==> config.mk <==
export PLATFORM = sky130hd
export DESIGN_NAME = host_bridge_pci_config_header
export DESIGN_NICKNAME = d
export VERILOG_FILES = /design/src/design/host_bridge_cfg_pkg.sv /design/src/design/abort_flag_if.sv /design/src/design/host_bridge_pci_config_header.sv /design/src/design/sticky_flag.sv
export SDC_FILE = /design/constraint.sdc
export NUM_CORES = 2
export LEC_CHECK = 0
export ABC_AREA = 0
export BUFFER_PORTS_ARGS = -buffer_cell sky130_fd_sc_hd__buf_4
export CORE_UTILIZATION = 29
export DETAILED_ROUTE_END_ITERATION = 16
export MAX_ROUTING_LAYER = met4
export PLACE_DENSITY = 0.41
export SYNTH_ARGS = -nofsm -noshare
export SYNTH_HDL_FRONTEND = slang
export SYNTH_SLANG_ARGS = --single-unit
==> constraint.sdc <==
create_clock -name clk -period 2.8 [get_ports clk]
set_input_delay 0.56 -clock clk [delete_from_list [all_inputs] [get_ports clk]]
set_output_delay 0.56 -clock clk [all_outputs]
set_load 0.005 [all_outputs]
==> src/design/host_bridge_cfg_pkg.sv <==
// Constants of the host bridge configuration header
package host_bridge_cfg_pkg;
   // -------------------------------------------------------
   // Host I/O ports of the configuration mechanism
   // -------------------------------------------------------
   localparam logic [15:0] IO_CONF_ADDR = 16'h0CF8;
   localparam logic [15:0] IO_CONF_DATA = 16'h0CFC;
   localparam logic [31:0] CONF_ADDR_RESET = 32'h0000_0000;
   localparam logic [31:0] CONF_ADDR_MASK = 32'h80FF_FFFC;
   localparam int CONF_EN_BIT = 31;
   localparam int CONF_BUS_LSB = 16;
   localparam int CONF_DEV_LSB = 11;
   localparam int CONF_FUNC_LSB = 8;
   localparam int CONF_REG_LSB = 2;
   // -------------------------------------------------------
   // Configuration space byte offsets
   // -------------------------------------------------------
   localparam logic [7:0] OFF_VENDOR_LO = 8'h00;
   localparam logic [7:0] OFF_VENDOR_HI = 8'h01;
   localparam logic [7:0] OFF_DEVICE_LO = 8'h02;
   localparam logic [7:0] OFF_DEVICE_HI = 8'h03;
   localparam logic [7:0] OFF_COMMAND_LO = 8'h04;
   localparam logic [7:0] OFF_COMMAND_HI = 8'h05;
   localparam logic [7:0] OFF_STATUS_LO = 8'h06;
   localparam logic [7:0] OFF_STATUS_HI = 8'h07;
   localparam logic [7:0] OFF_REVISION = 8'h08;
   localparam logic [7:0] OFF_SUB_CLASS = 8'h0A;
   localparam logic [7:0] OFF_BASE_CLASS = 8'h0B;
   localparam logic [7:0] OFF_BURST_TIMER = 8'h0D;
   localparam logic [7:0] OFF_SELF_TEST = 8'h0F;
   localparam logic [7:0] OFF_BUS_UNIT_CTRL = 8'h50;
   localparam logic [7:0] OFF_CACHE_CTRL = 8'h52;
   localparam logic [7:0] OFF_MEM_CTRL = 8'h57;
   localparam logic [7:0] OFF_MEM_TIMING = 8'h58;
   localparam logic [7:0] OFF_ATTR_MAP_FIRST = 8'h59;
   localparam logic [7:0] OFF_ATTR_MAP_LAST = 8'h5F;
   localparam logic [7:0] OFF_ROW_BOUND_FIRST = 8'h60;
   localparam logic [7:0] OFF_ROW_BOUND_LAST = 8'h64;
   localparam logic [7:0] OFF_ROW_TYPE = 8'h68;
   localparam logic [7:0] OFF_SMM_CTRL = 8'h72;
   // -------------------------------------------------------
   // Field positions, fixed codes and reset values
   // -------------------------------------------------------
   localparam int CMD_MEM_EN_BIT = 1;
   localparam int STS_HI_MASTER_ABORT_BIT = 5;
   localparam int STS_HI_TARGET_ABORT_BIT = 4;
   localparam logic [1:0] SELECT_TIMING_MEDIUM = 2'h1;
   localparam logic [15:0] COMMAND_RESET = 16'h0006;
   localparam logic [15:0] STATUS_RESET = 16'h0200;
   localparam logic [7:0] SUB_CLASS_VAL = 8'h00;
   localparam logic [7:0] BASE_CLASS_VAL = 8'h06;
   localparam logic [7:0] BURST_TIMER_MASK = 8'hF8;
   localparam logic [7:0] CTRL_BYTE_RESET = 8'h00;
endpackage : host_bridge_cfg_pkg

==> src/design/abort_flag_if.sv <==
// Connection between the header bank and one sticky abort flag
`timescale 1ns/1ps
interface abort_flag_if;
   logic set;
   logic clr;
   logic q;
   modport owner (input set, input clr, output q);
   modport user (output set, output clr, input q);
endinterface : abort_flag_if

==> src/design/host_bridge_pci_config_header.sv <==
// Configuration header register bank of the host-to-PCI bridge
`timescale 1ns/1ps
// Operation
// - Vendor identity read-only at 00h-01h
// - Device identity read-only at 02h-03h
// - Unimplemented command bits always read zero
// - Bus master enable always reads one
// - Memory enable gates PCI memory claims
// - I/O enable zero, no I/O claims
// - Command reads 06h after reset
// - Unexpected master abort sets bit 13
// - Special cycle master abort sets nothing
// - Target abort sets bit 12, write-one clears
// - Bit 11 zero, no target aborts
// - Select timing field reads medium code
// - Parity, system error, fast flags read zero
// - Status reads 0200h after reset
// - Decode map: controls at 0Dh and at selected bytes from 50h to 72h
// - Local only as bus0 dev0 func0
module host_bridge_pci_config_header #(
   parameter logic [15:0] VENDOR_ID_VAL = 16'h1A2B, // arbitrary value
   parameter logic [15:0] DEVICE_ID_VAL = 16'h3C4D, // arbitrary value
   parameter logic [7:0] REVISION_VAL = 8'h01 // arbitrary value
) (
   input wire logic clk,
   input wire logic reset_n,
   input wire logic ce,
   input wire logic io_req,
   input wire logic io_write,
   input wire logic [15:0] io_addr,
   input wire logic [3:0] io_be,
   input wire logic [31:0] io_wdata,
   output logic io_ack,
   output logic [31:0] io_rdata,
   input wire logic pci_master_abort,
   input wire logic pci_special_cycle,
   input wire logic pci_target_abort,
   input wire logic pci_mem_hit,
   output logic pci_mem_claim,
   output logic pci_io_claim,
   output logic cfg_fwd,
   output logic cfg_fwd_no_select,
   output logic [31:0] cfg_fwd_addr
);
   // -------------------------------------------------------
   // State
   // -------------------------------------------------------
   logic [31:0] conf_addr_ff;
   logic mem_en_ff;
   logic [7:0] ctrl_ff [0:255];
   logic io_ack_ff;
   logic [31:0] io_rdata_ff;
   logic cfg_fwd_ff;
   logic cfg_fwd_no_select_ff;
   logic [31:0] cfg_fwd_addr_ff;
   logic take;
   logic hit_addr;
   logic hit_data;
   logic addr_wr;
   logic data_acc;
   logic local_tgt;
   logic no_select;
   logic local_acc;
   logic local_wr;
   logic local_rd;
   logic [5:0] reg_idx;
   logic [15:0] cmd_val;
   logic [15:0] sts_val;
   logic received_master_abort_flag_q;
   logic received_target_abort_flag_q;

   abort_flag_if master_abort_flag ();
   abort_flag_if target_abort_flag ();

   // -------------------------------------------------------
   // Helper functions for the configuration map
   // -------------------------------------------------------

   // Byte offsets that hold a plain read/write control byte
   function automatic logic is_ctrl(input logic [7:0] off);
      logic hit;
      hit = 1'b0;
      if (off == host_bridge_cfg_pkg::OFF_BURST_TIMER) begin
         hit = 1'b1;
      end
      if (off == host_bridge_cfg_pkg::OFF_BUS_UNIT_CTRL) begin
         hit = 1'b1;
      end
      if (off == host_bridge_cfg_pkg::OFF_CACHE_CTRL) begin
         hit = 1'b1;
      end
      if (off == host_bridge_cfg_pkg::OFF_MEM_CTRL) begin
         hit = 1'b1;
      end
      if (off == host_bridge_cfg_pkg::OFF_MEM_TIMING) begin
         hit = 1'b1;
      end
      if (off >= host_bridge_cfg_pkg::OFF_ATTR_MAP_FIRST &&
          off <= host_bridge_cfg_pkg::OFF_ATTR_MAP_LAST) begin
         hit = 1'b1;
      end
      if (off >= host_bridge_cfg_pkg::OFF_ROW_BOUND_FIRST &&
          off <= host_bridge_cfg_pkg::OFF_ROW_BOUND_LAST) begin
         hit = 1'b1;
      end
      if (off == host_bridge_cfg_pkg::OFF_ROW_TYPE) begin
         hit = 1'b1;
      end
      if (off == host_bridge_cfg_pkg::OFF_SMM_CTRL) begin
         hit = 1'b1;
      end
      return hit;
   endfunction : is_ctrl

   // Bits of a control byte that software can change
   function automatic logic [7:0] ctrl_mask(input logic [7:0] off);
      logic [7:0] m;
      m = 8'hFF;
      if (off == host_bridge_cfg_pkg::OFF_BURST_TIMER) begin
         m = host_bridge_cfg_pkg::BURST_TIMER_MASK;
      end
      return m;
   endfunction : ctrl_mask

   // -------------------------------------------------------
   // Host access decode
   // -------------------------------------------------------

   // One request at a time; the ack cycle takes nothing new
   assign take = ce && io_req && !io_ack_ff;
   assign hit_addr = io_addr == host_bridge_cfg_pkg::IO_CONF_ADDR;
   assign hit_data = io_addr == host_bridge_cfg_pkg::IO_CONF_DATA;
   // Only whole doublewords reach the address register
   assign addr_wr = take && io_write && hit_addr && (io_be == 4'hF);
   assign data_acc = take && hit_data &&
      conf_addr_ff[host_bridge_cfg_pkg::CONF_EN_BIT];

   // Bus 0, device 0: our own configuration space
   assign local_tgt = (conf_addr_ff[23:16] == 8'h00) &&
      (conf_addr_ff[15:11] == 5'h00);
   assign no_select = local_tgt && (conf_addr_ff[10:8] != 3'h0);
   assign local_acc = data_acc && local_tgt && !no_select;
   assign local_wr = local_acc && io_write;
   assign local_rd = local_acc && !io_write;
   assign reg_idx = conf_addr_ff[7:2];

   // -------------------------------------------------------
   // Composed header words
   // -------------------------------------------------------

   // Command: fixed master enable, only memory enable stored
   assign cmd_val = {13'h0000, 1'b1, mem_en_ff, 1'b0};
   // Status: abort flags plus fixed medium select timing
   assign sts_val = {2'b00, received_master_abort_flag_q, received_target_abort_flag_q, 1'b0,
      host_bridge_cfg_pkg::SELECT_TIMING_MEDIUM, 9'h000};

   // Read value of one configuration byte
   function automatic logic [7:0] rd_byte(input logic [7:0] off);
      logic [7:0] v;
      v = 8'h00;
      unique case (off)
         host_bridge_cfg_pkg::OFF_VENDOR_LO: v = VENDOR_ID_VAL[7:0];
         host_bridge_cfg_pkg::OFF_VENDOR_HI: v = VENDOR_ID_VAL[15:8];
         host_bridge_cfg_pkg::OFF_DEVICE_LO: v = DEVICE_ID_VAL[7:0];
         host_bridge_cfg_pkg::OFF_DEVICE_HI: v = DEVICE_ID_VAL[15:8];
         host_bridge_cfg_pkg::OFF_COMMAND_LO: v = cmd_val[7:0];
         host_bridge_cfg_pkg::OFF_COMMAND_HI: v = cmd_val[15:8];
         host_bridge_cfg_pkg::OFF_STATUS_LO: v = sts_val[7:0];
         host_bridge_cfg_pkg::OFF_STATUS_HI: v = sts_val[15:8];
         host_bridge_cfg_pkg::OFF_REVISION: v = REVISION_VAL;
         host_bridge_cfg_pkg::OFF_SUB_CLASS: v = host_bridge_cfg_pkg::SUB_CLASS_VAL;
         host_bridge_cfg_pkg::OFF_BASE_CLASS: v = host_bridge_cfg_pkg::BASE_CLASS_VAL;
         default: begin
            if (is_ctrl(off)) begin
               v = ctrl_ff[off] & ctrl_mask(off);
            end
         end
      endcase
      return v;
   endfunction : rd_byte

   // -------------------------------------------------------
   // Configuration address register
   // -------------------------------------------------------

   // Reserved bits are never stored
   always_ff @(posedge clk or negedge reset_n) begin
      if (!reset_n) begin
         conf_addr_ff <= host_bridge_cfg_pkg::CONF_ADDR_RESET;
      end else if (addr_wr) begin
         conf_addr_ff <= io_wdata & host_bridge_cfg_pkg::CONF_ADDR_MASK;
      end
   end

   // -------------------------------------------------------
   // Command register
   // -------------------------------------------------------

   // Memory enable is the only stored command bit
   always_ff @(posedge clk or negedge reset_n) begin
      if (!reset_n) begin
         mem_en_ff <= host_bridge_cfg_pkg::COMMAND_RESET[1];
      end else if (local_wr && reg_idx == 6'h01 && io_be[0]) begin
         mem_en_ff <= io_wdata[host_bridge_cfg_pkg::CMD_MEM_EN_BIT];
      end
   end

   // Memory claims only while memory enable is set; never I/O
   assign pci_mem_claim = pci_mem_hit && mem_en_ff;
   assign pci_io_claim = 1'b0;

   // -------------------------------------------------------
   // Abort status flags
   // -------------------------------------------------------

   // Special cycles end in master abort by design
   assign master_abort_flag.set = ce && pci_master_abort && !pci_special_cycle;
   assign master_abort_flag.clr = local_wr && reg_idx == 6'h01 && io_be[3] &&
      io_wdata[24 + host_bridge_cfg_pkg::STS_HI_MASTER_ABORT_BIT];
   assign target_abort_flag.set = ce && pci_target_abort;
   assign target_abort_flag.clr = local_wr && reg_idx == 6'h01 && io_be[3] &&
      io_wdata[24 + host_bridge_cfg_pkg::STS_HI_TARGET_ABORT_BIT];
   assign received_master_abort_flag_q = master_abort_flag.q;
   assign received_target_abort_flag_q = target_abort_flag.q;

   sticky_flag u_master_abort (
      .clk(clk),
      .reset_n(reset_n),
      .ce(ce),
      .f(master_abort_flag)
   );

   sticky_flag u_target_abort (
      .clk(clk),
      .reset_n(reset_n),
      .ce(ce),
      .f(target_abort_flag)
   );

   // -------------------------------------------------------
   // Control byte storage
   // -------------------------------------------------------

   // Lanes write only bytes mapped as control registers
   always_ff @(posedge clk or negedge reset_n) begin
      if (!reset_n) begin
         for (int i = 0; i < 256; i++) begin
            ctrl_ff[i] <= host_bridge_cfg_pkg::CTRL_BYTE_RESET;
         end
      end else if (local_wr) begin
         for (int l = 0; l < 4; l++) begin
            if (io_be[l] && is_ctrl({reg_idx, 2'(l)})) begin
               ctrl_ff[{reg_idx, 2'(l)}] <= io_wdata[8*l +: 8];
            end
         end
      end
   end

   // -------------------------------------------------------
   // Host answer
   // -------------------------------------------------------

   // Ack one cycle after a request is taken
   always_ff @(posedge clk or negedge reset_n) begin
      if (!reset_n) begin
         io_ack_ff <= 1'b0;
      end else if (ce) begin
         io_ack_ff <= take;
      end
   end

   // Read data for the address register and local space
   always_ff @(posedge clk or negedge reset_n) begin
      if (!reset_n) begin
         io_rdata_ff <= 32'h0000_0000;
      end else if (take) begin
         io_rdata_ff <= 32'h0000_0000;
         if (hit_addr && io_be == 4'hF) begin
            io_rdata_ff <= conf_addr_ff;
         end else if (local_rd) begin
            for (int l = 0; l < 4; l++) begin
               io_rdata_ff[8*l +: 8] <= rd_byte({reg_idx, 2'(l)});
            end
         end
      end
   end

   assign io_ack = io_ack_ff;
   assign io_rdata = io_rdata_ff;

   // -------------------------------------------------------
   // Forwarding of other configuration accesses to PCI
   // -------------------------------------------------------

   // One-cycle pulse with the address phase value
   always_ff @(posedge clk or negedge reset_n) begin
      if (!reset_n) begin
         cfg_fwd_ff <= 1'b0;
         cfg_fwd_no_select_ff <= 1'b0;
         cfg_fwd_addr_ff <= 32'h0000_0000;
      end else if (ce) begin
         cfg_fwd_ff <= data_acc && !local_acc;
         if (data_acc && !local_acc) begin
            cfg_fwd_no_select_ff <= no_select;
            cfg_fwd_addr_ff <= conf_addr_ff;
         end
      end
   end

   assign cfg_fwd = cfg_fwd_ff;
   assign cfg_fwd_no_select = cfg_fwd_no_select_ff;
   assign cfg_fwd_addr = cfg_fwd_addr_ff;

   // -------------------------------------------------------
   // Checks
   // -------------------------------------------------------

   a_ident_read: assert property (
      @(posedge clk) disable iff (!reset_n)
      (local_rd && reg_idx == 6'h00) |=> io_rdata == {DEVICE_ID_VAL, VENDOR_ID_VAL})
      else $error("identity read wrong");
   a_cmd_fixed_bits: assert property (
      @(posedge clk) disable iff (!reset_n)
      (local_rd && reg_idx == 6'h01) |=> io_rdata[15:3] == 13'h0000 && !io_rdata[0])
      else $error("command fixed bits not zero");
   a_master_en_one: assert property (
      @(posedge clk) disable iff (!reset_n)
      (local_rd && reg_idx == 6'h01) |=> io_rdata[2])
      else $error("bus master enable not one");
   a_mem_claim_gate: assert property (
      @(posedge clk) disable iff (!reset_n)
      pci_mem_claim |-> (pci_mem_hit && mem_en_ff))
      else $error("memory claimed while disabled");
   a_no_io_claim: assert property (
      @(posedge clk) disable iff (!reset_n)
      !pci_io_claim)
      else $error("I/O cycle claimed");
   a_master_abort_set: assert property (
      @(posedge clk) disable iff (!reset_n)
      (ce && pci_master_abort && !pci_special_cycle) |=> received_master_abort_flag_q)
      else $error("master abort not recorded");
   a_special_no_set: assert property (
      @(posedge clk) disable iff (!reset_n)
      (!received_master_abort_flag_q && ce && pci_master_abort && pci_special_cycle) |=> !received_master_abort_flag_q)
      else $error("special cycle set master abort");
   a_target_abort_set: assert property (
      @(posedge clk) disable iff (!reset_n)
      (ce && pci_target_abort) |=> received_target_abort_flag_q)
      else $error("target abort not recorded");
   a_status_fixed: assert property (
      @(posedge clk) disable iff (!reset_n)
      (local_rd && reg_idx == 6'h01) |=> io_rdata[26:25] == 2'h1 &&
         io_rdata[31:30] == 2'h0 && io_rdata[27] == 1'b0 && io_rdata[24:16] == 9'h000)
      else $error("status fixed bits wrong");
   a_reserved_zero: assert property (
      @(posedge clk) disable iff (!reset_n)
      (local_rd && reg_idx >= 6'h04 && reg_idx <= 6'h13) |=> io_rdata == 32'h0000_0000)
      else $error("reserved offset not zero");
   a_no_select_fwd: assert property (
      @(posedge clk) disable iff (!reset_n)
      (data_acc && no_select) |=> cfg_fwd && cfg_fwd_no_select)
      else $error("other function not forwarded");
   a_ack_follows: assert property (
      @(posedge clk) disable iff (!reset_n)
      take |=> io_ack ##1 !io_ack)
      else $error("ack not one cycle");

   c_local_write: cover property (
      @(posedge clk) disable iff (!reset_n) local_wr && reg_idx == 6'h14);
   c_abort_clear: cover property (
      @(posedge clk) disable iff (!reset_n) received_master_abort_flag_q ##1 !received_master_abort_flag_q);
   c_forward: cover property (
      @(posedge clk) disable iff (!reset_n) cfg_fwd && !cfg_fwd_no_select);
endmodule : host_bridge_pci_config_header

==> src/design/sticky_flag.sv <==
// Sticky status flag, set by hardware, cleared by software
`timescale 1ns/1ps
module sticky_flag (
   input wire logic clk,
   input wire logic reset_n,
   input wire logic ce,
   abort_flag_if.owner f
);
   logic flag_ff;

   // Set has priority over a clear in the same cycle
   always_ff @(posedge clk or negedge reset_n) begin
      if (!reset_n) begin
         flag_ff <= 1'b0;
      end else if (ce) begin
         if (f.set) begin
            flag_ff <= 1'b1;
         end else if (f.clr) begin
            flag_ff <= 1'b0;
         end
      end
   end

   assign f.q = flag_ff;

   a_set_beats_clear: assert property (
      @(posedge clk) disable iff (!reset_n)
      (ce && f.set && f.clr) |=> f.q)
      else $error("flag lost on simultaneous set and clear");
   a_clear_takes: assert property (
      @(posedge clk) disable iff (!reset_n)
      (ce && !f.set && f.clr) |=> !f.q)
      else $error("flag not cleared");
endmodule : sticky_flag

==> run_results.csv <==
group,metric,value,unit
yosys,syn_area,35200,µm²
cells_and_area,final_area,40700,µm²
worst_setup_path,reg2reg_to,"ctrl_ff[1307]",
detailed_routing,drt-vias-per-instance,4.43,
yosys,ys_types,70,
placement,place_area,37300,µm²
detailed_routing,final_antenna_net_count,0,
yosys,syn-mean-instance-area,13.8,µm²
hold_path,worst_hold_path_type,"in2reg",
power,ir_worst_vdd,0.000403,V
cells_and_area,area_growth,15.8,%
run,maxCapViolations,0,
sta,clock_skew,0.0280,ns
placement,portBuffers,119,
detailed_routing,wl_per_cell,22.7,µm
yosys,ys_seq_area_frac,0.635,
power,clkPwrFrac,0.496,
global_route,antenna_found_initial,6,
cells_and_area,drive_gt1_frac,0.388,
floorplanning,die_w,350,µm
floorplanning,die_h,350,µm
sta,timing.fmax,371,MHz
yosys,synth_edf_count,0,
global_route,grt_max_degree,78,
clock_network,htreeDepth,3,
power,power.total,26.8,mW
clock_network,cts_sinks,892,
placement,gp_congestion,0.833,
yosys,synth-seq-cells,892,
sta,fin_ws,0.108,ns
clock_network,clockBufferDepth,3,
power,power_leakage,19.0,nW
worst_setup_path,cp-startpoint,"conf_addr_ff[16]",
power,p_comb_frac,0.020,
global_route,grt_pass1_wl,135,mm
yosys,syn_inst,2558,
yosys,ys_warn_count,0,
yosys,synth_flop_cell,"dfrtp_1",
power,seq_power_share,0.483,
worst_setup_path,reg2reg_slack,0.11,ns
worst_setup_path,cp.required,3.34,ns
sta,worstMarginPinSlew,0.807,ns
run_status,status,"complete, no violations",
global_route,grt_pass1_vias,19800,
placement,post-place-ws,-0.187,ns
global_route,grt_usage,0.154,
sta,fin_crit,2.69,ns
floorplanning,dieArea,123000,µm²
sta,slew_headroom,0.462,
worst_setup_path,critPathMaxFanout,8,
sta,hold_viol_final,0,
worst_setup_path,reg2reg_from,"conf_addr_ff[16]",
power,power.internal,21.1,mW
clock_network,clk_pin_slew_worst_paths,0.06,ns
sta,finalCritPeriodShare,0.961,
detailed_routing,wl,88.9,mm
placement,hpwl,62.5,mm
detailed_routing,vias,17300,
detailed_routing,drt_iter0_drc,1062,
worst_setup_path,critPathKind,"reg2reg",
power,p_sw,5.69,mW
sta,rsz0062_at_grt,"yes",
worst_setup_path,cp-start-kind,"register",
worst_setup_path,crit_path_end,"ctrl_ff[1307]",
worst_setup_path,cp.arrival,3.23,ns
cells_and_area,nets,2280,
clock_network,clock_latency,0.67,ns
sta,finalMaxSlewViolations,0,
clock_network,cts_root_buffer,"clkbuf_16",
yosys,async_flop_share,1.00,
global_route,grt_overflow,0,
power,power_density,657,nW/µm²
detailed_routing,dr.pass1.iters,8,
power,netSwitchingFraction,0.213,
worst_setup_path,end_kind,"register",
floorplanning,fp.coreArea,120000,µm²
detailed_routing,drc,0,
floorplanning,io_pins,130,
floorplanning,placementRows,127,
worst_setup_path,ff2ff_path_depth,10,
clock_network,tritoncts,"built",
clock_network,cts_buffers,101,
sta,setup_viol,0,
floorplanning,start_util,0.293,
## what timing repair did
item	CTS	global route
endpoints found under the setup margin	2	63
hold endpoints to repair	27	0
hold buffers	1	0
buffers inserted	3	0
resized for setup	1	2
## critical path, stage by stage (launching register included)
cell and delay (ns):
dfrtp_1 0.42, nor4_2 0.30, buf_4 0.15, nand4_1 0.10, buf_4 0.20, nor4_2 0.21
buf_4 0.20, nand3_1 0.21, nor3_4 0.27, buf_12 0.16, mux2_2 0.34
## flip-flops by register name, indices dropped and copies added (netlist names)
register / flops
cfg_fwd_addr: 23
u_master_abort.f.q: 1
io_ack: 1
ctrl_ff: 808
cfg_fwd_no_select: 1
conf_addr_ff: 23
io_rdata: 32
cfg_fwd: 1
u_target_abort.f.q: 1
mem_en_ff: 1
## layer usage
metal,wire length (µm),GRT usage
met4,2010,0.0443
met5,0,-
met3,4500,0.0314
met2,40400,0.228
met1,42000,0.213
## cell usage in the layout (no fill, tap or decap), types with 10 or more instances in the layout
master and count:
mux2_2 198, nand3_1 46, clkinv_2 16, a22oi_1 55, a21oi_1 45, dfrtp_1 887
and3_1 14, mux2i_1 98, nor2_1 31, buf_4 256, o21ai_0 33, clkbuf_1 24
nand2_1 52, clkbuf_8 21, nand4_1 14, clkbuf_16 101, buf_12 59, conb_1 10
mux4_2 172
## cell usage after synthesis, types with 14 or more instances
cell | number | share of area
dfrtp_1 | 891 | 0.63
clkbuf_1 | 702 | 0.075
mux2_2 | 198 | 0.063
mux4_2 | 172 | 0.11
mux2i_1 | 98 | 0.028
a22oi_1 | 55 | 0.012
nand2_1 | 53 | 0.0057
nand3_1 | 47 | 0.0067
a21oi_1 | 45 | 0.0064
o21ai_0 | 33 | 0.0047
nor2_1 | 32 | 0.0034
buf_2 | 27 | 0.0038
buf_4 | 26 | 0.0055
and3_1 | 14 | 0.0025
nand4_1 | 14 | 0.0025
## power groups by stage
stage	clock, mW	sequential [mW]	combinational, mW
2_1_floorplan	0	13.2	0.0501
3_3_place_gp	0	13.2	0.550
3_5_place_dp	0	13.2	0.568
4_1_cts	13.8	12.9	0.572
5_1_grt	14.3	12.9	0.618
6_report	13.3	12.9	0.545
## kinds of logic (layout without fill, tap and decap cells)
family	count (synthesis)	in the layout	synth area share
compound gates	186	186	0.0361
xor+xnor	1	1	0.000249
buf+inv	774	504	0.0867
flops	892	892	0.635
mux	470	470	0.202
other cells	1	15	0.000107
simple gates	234	234	0.0403
## area by class of cell
class,count,area (µm²)
Fill cell,11600,79400
Sequential cell,892,22300
Multi-Input combinational cell,901,9880
Timing Repair Buffer,317,3130
Clock buffer,146,2910
Tap cell,1612,2020
Clock inverter,35,445
Inverter,6,22.5
Antenna cell,5,12.5
## worst min path at each step
stage / from / end / slack [ns] / depth (start not counted)
detailed placement: ctrl_ff[1061] / ctrl_ff[1061] / 0.36 / 0
floorplan: reset_n / cfg_fwd / 0.26 / 0
global route: pci_special_cycle / u_master_abort.f.q / 0.05 / 2
finish: pci_special_cycle / u_master_abort.f.q / 0.07 / 2
global placement: ctrl_ff[1206] / ctrl_ff[1206] / 0.36 / 0
CTS: pci_special_cycle / u_master_abort.f.q / 0.02 / 2
## stage by stage
stage	hold WS, ns	util	setup TNS [ns]	cells
2_1_floorplan	0.264	-	0	2567
3_3_place_gp	0.360	0.311	-21.31	3724
3_5_place_dp	0.362	0.311	-18.88	3724
4_1_cts	0.0184	0.339	0	3909
5_1_grt	0.0451	0.339	-0.000628	3912
6_report	0.0746	0.339	0	3914
Power figures use the tool's default switching activity.
